`src/shared/csf_status_map.svh`:
```
// csf_status_map.svh: offsets, bit positions, reset values
// assumes inclusion by the status register package users only
`ifndef CSF_STATUS_MAP_SVH
`define CSF_STATUS_MAP_SVH

// register offset on the control bus (byte address)
`define CSF_STATUS_OFFSET 4'h0
// bit positions inside the status register
`define CSF_BIT_TO 4
`define CSF_BIT_PD 3
`define CSF_BIT_Z 2
`define CSF_BIT_DC 1
`define CSF_BIT_C 0
// writable field is bits 2..0
`define CSF_WR_MSB 2
// power-on / brown-out value of the five stored bits
`define CSF_POR_VALUE 5'h18
// bus responses
`define CSF_RESP_OKAY 2'h0
`define CSF_RESP_SLVERR 2'h2

`endif

```
`src/shared/csf_pkg.sv`:
```
// csf_pkg: types shared by the status register and its flag logic
// assumes nothing beyond a standard elaborator
package csf_pkg;

   // operation presented by the core execution path
   typedef enum logic [3:0] {
      CSF_OP_ADD = 4'h0,
      CSF_OP_SUB = 4'h1,
      CSF_OP_AND = 4'h2,
      CSF_OP_OR = 4'h3,
      CSF_OP_XOR = 4'h4,
      CSF_OP_CLEAR = 4'h5,
      CSF_OP_BIT_CLR = 4'h6,
      CSF_OP_BIT_SET = 4'h7,
      CSF_OP_SWAP = 4'h8,
      CSF_OP_MOVE_W = 4'h9
   } csf_op_t;

endpackage

```
`src/core/csf_alu_flags.sv`:
```
// csf_alu_flags: result and flag logic for one instruction
// assumes operands stable in the cycle they are presented
`timescale 1ns/10ps
module csf_alu_flags
(
   // operation and operands
   input wire csf_pkg::csf_op_t op,
   input wire logic [7:0] w,
   input wire logic [7:0] f,
   input wire logic [2:0] bit_sel,
   // result and flags
   output logic [7:0] res,
   output logic z,
   output logic dc,
   output logic c,
   // which flags this operation drives
   output logic aff_z,
   output logic aff_dc,
   output logic aff_c
);
   import csf_pkg::*;

   // 8-bit add with carry in; returns {carry, digit carry, sum}
   function automatic logic [9:0] add_flags(input logic [7:0] a,
      input logic [7:0] b, input logic cin);
      logic [8:0] full;
      logic [4:0] low;
      full = {1'b0, a} + {1'b0, b} + {8'h00, cin};
      low = {1'b0, a[3:0]} + {1'b0, b[3:0]} + {4'h0, cin};
      return {full[8], low[4], full[7:0]};
   endfunction

   // result per operation and the flags it owns
   always_comb
   begin
      logic [9:0] sum;
      sum = 10'h000;
      res = f;
      dc = 1'b0;
      c = 1'b0;
      aff_z = 1'b0;
      aff_dc = 1'b0;
      aff_c = 1'b0;
      case (op)
         CSF_OP_ADD:
         begin
            sum = add_flags(w, f, 1'b0); // RULE9 RULE12
            res = sum[7:0];
            {c, dc} = sum[9:8];
            {aff_z, aff_dc, aff_c} = 3'h7;
         end
         CSF_OP_SUB:
         begin
            sum = add_flags(f, ~w, 1'b1); // RULE10
            res = sum[7:0];
            {c, dc} = sum[9:8];
            {aff_z, aff_dc, aff_c} = 3'h7;
         end
         CSF_OP_AND:
         begin
            res = w & f;
            aff_z = 1'b1;
         end
         CSF_OP_OR:
         begin
            res = w | f;
            aff_z = 1'b1;
         end
         CSF_OP_XOR:
         begin
            res = w ^ f;
            aff_z = 1'b1;
         end
         CSF_OP_CLEAR:
         begin
            res = 8'h00;
            aff_z = 1'b1;
         end
         // these touch no flag
         CSF_OP_BIT_CLR: res = f & ~(8'h01 << bit_sel); // RULE6
         CSF_OP_BIT_SET: res = f | (8'h01 << bit_sel); // RULE6
         CSF_OP_SWAP: res = {f[3:0], f[7:4]}; // RULE6
         CSF_OP_MOVE_W: res = w; // RULE6
         default: res = f;
      endcase
      z = (res == 8'h00); // RULE8
   end

endmodule // csf_alu_flags

```
`src/core/csf_status_reg.sv`:
```
// csf_status_reg: processor status register with AXI4-Lite access
// assumes core execution ports and event strobes on aclk
// Operation
// RULE1: status register accepted as any instruction destination
// RULE2: self-updated flags ignore the written data
// RULE3: time-out and power-down flags ignore writes
// RULE4: clear on status gives 000u u1uu
// RULE5: software should alter status with four instructions
// RULE6: bit, swap, move store written bits exactly
// RULE7: power-down set by power-up/clear, cleared by sleep
// RULE8: zero flag reflects a zero result
// RULE9: digit carry is carry out of bit 3
// RULE10: subtraction flags are inverted borrows
// RULE11: time-out set by power-up/clear/sleep, cleared on expiry
// RULE12: carry out of msb; bits 7..5 read zero
//
// Added by the designer: the address map and the AXI4-Lite interface to the registers.
`timescale 1ns/10ps
`include "csf_status_map.svh"
module csf_status_reg
(
   // clock and reset
   input wire logic aclk,
   input wire logic aresetn,
   input wire logic por_reset,
   // instruction execution path
   input wire logic instr_valid,
   input wire csf_pkg::csf_op_t instr_op,
   input wire logic instr_dest_status,
   input wire logic [7:0] instr_w,
   input wire logic [7:0] instr_f,
   input wire logic [2:0] instr_bit,
   // reset cause events
   input wire logic watchdog_clear_instr,
   input wire logic sleep_instr,
   input wire logic watchdog_timeout,
   // results to the core
   output logic [7:0] status_flags,
   output logic [7:0] result_data,
   output logic result_valid,
   // axi4-lite write
   input wire logic [3:0] s_axi_awaddr,
   input wire logic s_axi_awvalid,
   output logic s_axi_awready,
   input wire logic [31:0] s_axi_wdata,
   input wire logic [3:0] s_axi_wstrb,
   input wire logic s_axi_wvalid,
   output logic s_axi_wready,
   output logic [1:0] s_axi_bresp,
   output logic s_axi_bvalid,
   input wire logic s_axi_bready,
   // axi4-lite read
   input wire logic [3:0] s_axi_araddr,
   input wire logic s_axi_arvalid,
   output logic s_axi_arready,
   output logic [31:0] s_axi_rdata,
   output logic [1:0] s_axi_rresp,
   output logic s_axi_rvalid,
   input wire logic s_axi_rready
);
   import csf_pkg::*;

   logic [4:0] st_q, st_d;
   logic [7:0] res_q, res_d;
   logic rv_q, rv_d;
   logic [7:0] alu_res;
   logic alu_z, alu_dc, alu_c, aff_z, aff_dc, aff_c;
   logic aw_q, aw_d, w_q, w_d, bv_q, bv_d;
   logic [3:0] awa_q, awa_d, wst_q, wst_d;
   logic [2:0] wd_q, wd_d;
   logic [1:0] br_q, br_d, rr_q, rr_d;
   logic rvl_q, rvl_d;
   logic [7:0] rd_q, rd_d;
   logic commit;

   // flag and result logic
   csf_alu_flags u_alu
   (
      .op(instr_op),
      .w(instr_w),
      .f(instr_f),
      .bit_sel(instr_bit),
      .res(alu_res),
      .z(alu_z),
      .dc(alu_dc),
      .c(alu_c),
      .aff_z(aff_z),
      .aff_dc(aff_dc),
      .aff_c(aff_c)
   );

   // bus write lands only when no instruction owns the register
   assign commit = aw_q && w_q && !bv_q && !instr_valid;

   // next status value: instruction, bus write, then events
   always_comb
   begin
      st_d = st_q;
      res_d = res_q;
      rv_d = instr_valid;
      if (instr_valid)
      begin
         res_d = alu_res;
         if (instr_dest_status && instr_op == CSF_OP_CLEAR)
            st_d[`CSF_BIT_Z] = 1'b1; // RULE4
         else
         begin
            if (instr_dest_status)
               st_d[`CSF_WR_MSB:0] = alu_res[`CSF_WR_MSB:0]; // RULE1 RULE6
            if (aff_z)
               st_d[`CSF_BIT_Z] = alu_z; // RULE2 RULE8
            if (aff_dc)
               st_d[`CSF_BIT_DC] = alu_dc; // RULE2 RULE9 RULE10
            if (aff_c)
               st_d[`CSF_BIT_C] = alu_c; // RULE2 RULE10 RULE12
         end
      end
      else if (commit && awa_q == `CSF_STATUS_OFFSET && wst_q[0])
         st_d[`CSF_WR_MSB:0] = wd_q; // RULE3
      if (watchdog_clear_instr)
         st_d[`CSF_BIT_TO:`CSF_BIT_PD] = 2'h3; // RULE7 RULE11
      if (sleep_instr)
         st_d[`CSF_BIT_TO:`CSF_BIT_PD] = 2'h2; // RULE7 RULE11
      if (watchdog_timeout)
         st_d[`CSF_BIT_TO] = 1'b0; // RULE11
   end

   // status register; non power-on resets keep the flags
   always_ff @(posedge aclk)
   begin
      if (!aresetn)
      begin
         if (por_reset)
            st_q <= `CSF_POR_VALUE; // RULE7 RULE11
         res_q <= 8'h00;
         rv_q <= 1'b0;
      end
      else
      begin
         st_q <= st_d;
         res_q <= res_d;
         rv_q <= rv_d;
      end
   end

   assign status_flags = {3'h0, st_q}; // RULE12
   assign result_data = res_q;
   assign result_valid = rv_q;

   // axi write channel: hold address and data, answer once both held
   always_comb
   begin
      aw_d = aw_q;
      w_d = w_q;
      bv_d = bv_q;
      awa_d = awa_q;
      wst_d = wst_q;
      wd_d = wd_q;
      br_d = br_q;
      if (s_axi_awvalid && s_axi_awready)
      begin
         aw_d = 1'b1;
         awa_d = s_axi_awaddr;
      end
      if (s_axi_wvalid && s_axi_wready)
      begin
         w_d = 1'b1;
         wd_d = s_axi_wdata[`CSF_WR_MSB:0];
         wst_d = s_axi_wstrb;
      end
      if (commit)
      begin
         aw_d = 1'b0;
         w_d = 1'b0;
         bv_d = 1'b1;
         br_d = (awa_q == `CSF_STATUS_OFFSET) ? `CSF_RESP_OKAY :
            `CSF_RESP_SLVERR;
      end
      if (bv_q && s_axi_bready)
         bv_d = 1'b0;
   end

   always_ff @(posedge aclk)
   begin
      if (!aresetn)
      begin
         aw_q <= 1'b0;
         w_q <= 1'b0;
         bv_q <= 1'b0;
         awa_q <= 4'h0;
         wst_q <= 4'h0;
         wd_q <= 3'h0;
         br_q <= `CSF_RESP_OKAY;
         s_axi_awready <= 1'b0;
         s_axi_wready <= 1'b0;
      end
      else
      begin
         aw_q <= aw_d;
         w_q <= w_d;
         bv_q <= bv_d;
         awa_q <= awa_d;
         wst_q <= wst_d;
         wd_q <= wd_d;
         br_q <= br_d;
         s_axi_awready <= !aw_d && !bv_d;
         s_axi_wready <= !w_d && !bv_d;
      end
   end

   assign s_axi_bvalid = bv_q;
   assign s_axi_bresp = br_q;

   // axi read channel: one cycle from address to data
   always_comb
   begin
      rvl_d = rvl_q;
      rd_d = rd_q;
      rr_d = rr_q;
      if (s_axi_arvalid && s_axi_arready)
      begin
         rvl_d = 1'b1;
         rd_d = (s_axi_araddr == `CSF_STATUS_OFFSET) ? {3'h0, st_q} : 8'h00;
         rr_d = (s_axi_araddr == `CSF_STATUS_OFFSET) ? `CSF_RESP_OKAY :
            `CSF_RESP_SLVERR;
      end
      else if (rvl_q && s_axi_rready)
         rvl_d = 1'b0;
   end

   always_ff @(posedge aclk)
   begin
      if (!aresetn)
      begin
         rvl_q <= 1'b0;
         rd_q <= 8'h00;
         rr_q <= `CSF_RESP_OKAY;
         s_axi_arready <= 1'b0;
      end
      else
      begin
         rvl_q <= rvl_d;
         rd_q <= rd_d;
         rr_q <= rr_d;
         s_axi_arready <= !rvl_d;
      end
   end

   assign s_axi_rvalid = rvl_q;
   assign s_axi_rdata = {24'h00_0000, rd_q};
   assign s_axi_rresp = rr_q;
endmodule // csf_status_reg

```
`config.mk`:
```
export PLATFORM = sky130hd
export DESIGN_NAME = csf_status_reg
export DESIGN_NICKNAME = d
export VERILOG_FILES = /design/src/shared/csf_pkg.sv /design/src/core/csf_alu_flags.sv /design/src/core/csf_status_reg.sv
export VERILOG_INCLUDE_DIRS = /design/src /design/src/shared
export SDC_FILE = /design/constraint.sdc
export NUM_CORES = 1
export LEC_CHECK = 0
export ABC_CLOCK_PERIOD_IN_PS = 3700
export BUFFER_PORTS_ARGS = -buffer_cell sky130_fd_sc_hd__clkbuf_2
export CAP_MARGIN = 25
export CORE_ASPECT_RATIO = 1.2
export CORE_UTILIZATION = 50
export DETAILED_ROUTE_END_ITERATION = 7
export GPL_TIMING_DRIVEN = 0
export PLACE_DENSITY = 0.93
export RECOVER_POWER = 100
export SLEW_MARGIN = 10
export SYNTH_ARGS = -nofsm -noshare
export SYNTH_HDL_FRONTEND = slang
export SYNTH_SLANG_ARGS = --single-unit
```
`constraint.sdc`:
```
create_clock -name aclk -period 3.7 [get_ports aclk]
set_input_delay 0.555 -clock aclk [delete_from_list [all_inputs] [get_ports aclk]]
set_output_delay 0.555 -clock aclk [all_outputs]
set_load 0.005 [all_outputs]
```
==> results.cfg, run 1 <==
[outcome]
status = finished clean

[cts]
h-tree-depth = 2
cts_tree = done
clock-sinks = 36
clockBufferDepth = 2
insertion_delay_ps = 290
cts_setup_buffers = 0
clkSlewWorstSetupHoldPaths_ps = 70
root_buffer = clkbuf_8
cts_made_buffers = 5
cts_resized = 0
hold_buffers = 0

[critical_path]
reg2reg_from = awa_q[0]$_SDFFE_PN0P_
r2r-end = st_q[1]$_SDFFCE_PN0P_
crit_family = compound AO/OA/AOI/OAI gates
critPathLaunchType = input pin
cp_max_fo = 5
worst-endpoint-arrival_ps = 3230
cp.buffers_inverters = 3
max_stage_delay_ps = 470
path_depth = 11
crit_end = st_q[2]$_SDFFCE_PN0P_
cp.required_ps = 3820
cp_slowest_cell = a211oi_1
reg2reg_slack_ps = 1870
worstSetupPathType = input pin to flop
cp-end-kind = flop
rr_worst_depth = 5
crit_chain = clkbuf_1 > inv_1 > ha_1 > inv_1 > fa_1 > a211oi_1 > nor3_1 > o31ai_1 > a32oi_1 > a2111o_1 > o31ai_1
startpoint = instr_f[0]

[pwr]
p_int_mw = 0.743
swShare_pct = 33.2
ir_drop_mv = 0.158
power.total_mw = 1.11
power_frac_comb_pct = 33.1
powerDensity_nw_per_um2 = 286
pwr-share-seq_pct = 39.2
p_sw_mw = 0.369
clockPowerShare_pct = 27.7
power.leakage_nw = 1.73

[layout]
fillers = 563
multi_input_comb_area_sq_um = 2150
nets = 641
final-instance-count-excl-fill = 625
num_antenna_cells = 0
final_cell_mix = 48 x clkbuf_2, 41 x a21oi_1, 40 x nor2_1
postLayoutCellArea_sq_um = 3890
syn_to_final_growth_pct = 19.8
seqCellArea_sq_um = 771
drive_gt1_share_pct = 19.2
final_common_cell = clkbuf_2

[timing]
max-slew-margin-rel_pct = 33.0
finalCritPeriodShare_pct = 84.1
period_minus_slack_ps = 3110
drv_slew = 0
rsz0062_at_grt = no
tightest_slew_ps = 996
fin_ws_ps = 588
timing.final.hold_violations = 0
skew_ps = 5.18
setup_tns_ps = 0
fmax_ghz = 0.321
setup_viol = 0

[flow_run]
cap_viol_max_count = 0

[grt]
grt_pass1_vias = 3362
antenna_found_initial = 0
track_usage_pct = 29.3
grt_max_degree = 12
grt_pass1_wl_microns = 15400
grt_overflow = 0

[route]
via_per_inst = 5.88
drt_iter0_drc = 257
num_vias = 3672
wl_per_cell_microns = 16.1
drc = 0
drtAntennaViolNets = 0
first_pass_iters = 5
drt_wl_total_microns = 10000

[placement]
placed_cells = 617
place_area_sq_um = 3830
dp_hpwl_microns = 7810
port_buffers = 72
place.gp.congestion = 0.987
pre_cts_ws_ps = 452

[synthesis]
syn_area_per_cell_sq_um = 7.52
synth_ff_type = dfxtp_1
yosysWarningCount = 0
synthesis.area_sq_um = 3250
synth-edff-count = 5
synthArstFlopShare_pct = 0
ys_seq_area_share_pct = 23.7
synth-seq-cells = 36
syn_inst = 432
synth_cell_types = 70

[die]
rows = 31
io_pins = 138
start_util_pct = 52.6
die_y_microns = 90.3
core_region_area_sq_um = 6170
die_area_sq_um = 6820
die_x_microns = 75.6

[worst_hold_path]
hold_class = flop to flop
[how the worst min path moves through the flow]
stage	from	endpoint	slack, ps	cells past startpoint
6_report	awa_q[3]$_SDFFE_PN0P_	awa_q[3]$_SDFFE_PN0P_	460	2
5_1_grt	awa_q[3]$_SDFFE_PN0P_	awa_q[3]$_SDFFE_PN0P_	470	2
4_1_cts	awa_q[3]$_SDFFE_PN0P_	awa_q[3]$_SDFFE_PN0P_	450	2
3_5_place_dp	awa_q[3]$_SDFFE_PN0P_	awa_q[3]$_SDFFE_PN0P_	440	2
3_3_place_gp	awa_q[3]$_SDFFE_PN0P_	awa_q[3]$_SDFFE_PN0P_	440	2
2_1_floorplan	awa_q[3]$_SDFFE_PN0P_	awa_q[3]$_SDFFE_PN0P_	430	2
[registers in the layout, indices dropped and copies added (netlist names), 3 cells and up]
name / flops
rd_q: 5
result_data: 8
st_q: 5
awa_q: 4
wd_q: 3
[layout make-up]
cell class                      instances  area share [%]
Sequential cell                        36            19.8
Buffer                                 56            8.94
Clock buffer                            7            2.51
Clock inverter                          1           0.129
Inverter                               22            2.12
Multi-Input combinational cell        349            55.4
Tap cell                               82            2.64
Timing Repair Buffer                   72            8.49
[per-stage QoR]
step           hold WS (ps)  utilization (%)
3_5_place_dp            444             62.0
6_report                459             63.1
4_1_cts                 452             63.7
2_1_floorplan           431                -
3_3_place_gp            439             62.0
5_1_grt                 472             63.1
[power groups by stage]
stage / Combinational, mW / Sequential [mW] / Clock, mW
final: 0.368 / 0.436 / 0.308
after global routing: 0.403 / 0.439 / 0.333
after CTS: 0.362 / 0.436 / 0.312
after detailed placement: 0.360 / 0.445 / 0
after global placement: 0.355 / 0.443 / 0
after floorplan: 0.238 / 0.444 / 0
[worst reg2reg max path: stages, from the launching register on]
cell and delay (ps):
dfxtp_1 310, or4_1 530, nor2_1 150, a21o_1 130, nand2_1 60, o21ai_0 320
[layer usage]
metal  global-route usage, %  up-vias  part of all wire, %
met4                    17.4        0                  5.0
met5                       0        -                    0
met1                    32.5     1639                   37
met2                    49.4      244                   48
li1                        -     1737                    -
met3                    6.14       52                  9.7
[cell families (layout without fill, tap and decap cells)]
family	Yosys count	after routing	share of synthesized area, %
AND/OR/NAND/NOR	153	153	24.3
other	1	32	0.115
adder cells (fa/ha/maj)	20	20	8.09
flip-flops	36	36	23.7
AO/OA/AOI/OAI	131	131	26.5
multiplexers	9	9	2.81
XOR/XNOR	4	4	1.08
buffers and inverters	78	158	13.3
[Yosys cell counts, drive strengths merged (2+ instances only)]
master  instances  area (sq um)
o31ai           5          42.5
o211ai          4          30.0
o311ai          2          17.5
a31oi           6          43.8
a21oi          41           205
xnor2           2          17.5
nor3           11          55.1
o21ai          28           140
nor2b          10          62.6
nand4           2          12.5
a221oi          2          17.5
o211a           2          20.0
nor2           40           150
o21a            2          15.0
buf            47           317
o311a           2          20.0
clkbuf          9          33.8
nor4b           2          23.8
o221ai          4          35.0
nor4            6          43.8
a22oi           6          45.0
nand3          18          90.1
and3            5          31.3
dfxtp          31           621
fa              2          40.0
ha             17           213
nand2b          8          50.1
nor3b           3          22.5
mux2i           8          80.1
o21bai          3          22.5
inv            21          78.8
a22o            2          17.5
o32ai           2          17.5
edfxtp          5           150
a211oi          9          72.6
a32oi           2          17.5
or4             6          45.0
xor2            2          17.5
nand2          33           124
Power figures use the tool's default switching activity.
==> run 2, diff against run 1 <==
ABC_AREA = 1   (was not set)
ABC_CLOCK_PERIOD_IN_PS = 2800   (was 3700)
CORE_UTILIZATION = 44   (was 50)
PLACE_DENSITY = 0.88   (was 0.93)
clock period = 2.8 ns   (was 3.7 ns; I/O delays follow)
==> results.cfg, run 2 <==
[synthesis]
synthTopCellsByArea = dfxtp_1 19%, nand2_1 17%, nand3_1 9.7%
syn_area_per_cell_sq_um = 6.08
synth_top_family_by_area = simple AND/OR/NAND/NOR gates
synth-seq-cells = 36
synthesis.area_sq_um = 3240
synth_cell_types = 33
muxShareOfSynthArea_pct = 0
yosys.area_share.adder_pct = 7.81
synth_simple_gate_area_share_pct = 39.1
ys_top_cells_by_count = 149 x nand2_1, 69 x inv_1, 65 x nor2_1
ys_seq_area_share_pct = 23.8
syn_inst = 533
synth_xor_xnor_area_share_pct = 0
synth_ff_type = dfxtp_1
synth-edff-count = 5
yosysMostFrequentCell = nand2_1
yosys.area.top_type_share_pct = 19.2
yosysWarningCount = 0
netlist.top_cell.by_area = dfxtp_1
synthArstFlopShare_pct = 0
synth_compound_area_share_pct = 11.0

[critical_path]
worst-endpoint-arrival_ps = 2370
max_stage_delay_ps = 510
cp_slowest_cell = clkbuf_1
r2r-end = st_q[2]$_SDFFCE_PN0P_
path_depth = 13
critPathLaunchType = input pin
path_common_cell = nor2_1
crit_end = st_q[2]$_SDFFCE_PN0P_
reg2reg_from = w_q$_SDFF_PN0_
crit_family = simple AND/OR/NAND/NOR gates
cp_max_fo = 10
rr_worst_depth = 8
crit_chain = clkbuf_1 > clkbuf_1 > nor2_4 > nor2_1 > nor2_1 > a21boi_0 > nor2_1 > nand2_1 > nor2_1 > nand3_1 > o21bai_1 > nand2_1 > nand2_1
reg2reg_slack_ps = 930
cp.buffers_inverters = 2
cp-end-kind = flop
worstSetupPathType = input pin to flop
cp.required_ps = 2860
startpoint = instr_op[2]

[route]
num_vias = 3635
drc = 0
first_pass_iters = 5
drt_wl_total_microns = 9310
drtAntennaViolNets = 0
drt_iter0_drc = 171
wl_per_cell_microns = 12.7
via_per_inst = 4.97

[grt]
antenna_found_initial = 0
grt_max_degree = 12
grt_overflow = 0
grt_pass1_vias = 3358
grt_pass1_wl_microns = 14700
grt_busiest_layer = met2
track_usage_pct = 25.1
grt.met3_usage_pct = 2.94
gr-usage-met1_pct = 26.7
use_met2_pct = 47.1

[timing]
rsz0062_at_grt = no
max-slew-margin-rel_pct = 53.2
tightest_slew_ps = 696
setup_tns_ps = 0
skew_ps = 5.06
period_minus_slack_ps = 2310
fmax_ghz = 0.432
timing.final.hold_violations = 0
finalCritPeriodShare_pct = 82.6
drv_slew = 0
setup_viol = 0
fin_ws_ps = 488

[cts]
cts_made_buffers = 5
h-tree-depth = 2
cts_tree = done
clkSlewWorstSetupHoldPaths_ps = 70
root_buffer = clkbuf_8
clock-sinks = 36
clockBufferDepth = 2
hold_buffers = 0
cts_resized = 0
cts_setup_buffers = 0
insertion_delay_ps = 300

[pwr]
ir_drop_mv = 0.326
power.leakage_nw = 2.15
powerDensity_nw_per_um2 = 366

[placement]
dp_hpwl_microns = 7810
port_buffers = 72
pre_cts_ws_ps = 311
place.gp.congestion = 0.951

[layout]
final_cell_mix = 149 x nand2_1, 69 x inv_1, 66 x nor2_1
drive_gt1_share_pct = 16.8
largest_register_ffs = 8
syn_to_final_growth_pct = 19.7
nets = 742
final_common_cell = nand2_1
num_antenna_cells = 0

[die]
core_region_area_sq_um = 6980
die_y_microns = 96.0
rows = 33
io_pins = 138
start_util_pct = 46.4
die_x_microns = 80.3
die_area_sq_um = 7710

[outcome]
status = finished clean

[flow_run]
cap_viol_max_count = 0

[worst_hold_path]
hold_path_startpoint = s_axi_wstrb[0]
hold_class = input pin to flop
## run 2: cell families (layout without fill, tap and decap cells)
logic type	Yosys count	in the layout
and+or+nand+nor	296	296
AOI/OAI and AO/OA	64	64
DFF	36	36
other	1	32
adders and majority gates	19	19
buffers and inverters	117	197
## run 2: metal layers
metal	vias up	wire [microns]
met4	0	376
met3	32	579
met2	170	4560
met1	1589	3800
met5	-	0
li1	1844	-
## run 2: worst min-delay path by stage
stage,endpoint,cells past startpoint
after global placement,s_axi_awready$_SDFF_PN0_,1
after CTS,st_q[3]$_SDFFCE_PN1P_,2
after detailed placement,s_axi_awready$_SDFF_PN0_,1
final,wst_q[0]$_SDFFE_PN0P_,3
after floorplan,s_axi_awready$_SDFF_PN0_,1
after global routing,st_q[3]$_SDFFCE_PN1P_,2
## run 2: worst register-to-register path: stages (launching register included)
cell,delay [ps]
dfxtp_1,340
inv_1,60
nor4_1,580
nand2_1,110
inv_1,110
nand2_1,60
nand2_1,60
nand2_1,70
a31oi_1,180
## run 2: final cells by class
| class | instances | area, sq um |
|---|---|---|
| Tap cell | 87 | 109 |
| Multi-Input combinational cell | 411 | 1990 |
| Fill cell | 715 | 3100 |
| Clock buffer | 6 | 82.6 |
| Clock inverter | 2 | 10.0 |
| Timing Repair Buffer | 72 | 333 |
| Inverter | 75 | 287 |
| Sequential cell | 36 | 771 |
| Buffer | 42 | 300 |
## run 2: power breakdown
group / total [mW] / internal [mW] / switching (mW)
registers: 0.577 / 0.560 / 0.0165
logic: 0.460 / 0.173 / 0.287
clock network: 0.384 / 0.196 / 0.188
total: 1.42 / 0.930 / 0.491
## run 2: through the flow
step	power, mW	util, %	hold slack, ps	instances	instance area (sq um)
after floorplan	0.896	-	399	564	3350
after global placement	1.04	54.8	409	723	3820
after detailed placement	1.05	54.8	408	723	3820
after CTS	1.42	56.1	385	731	3920
after global routing	1.51	55.6	396	731	3880
final	1.42	55.6	383	731	3880
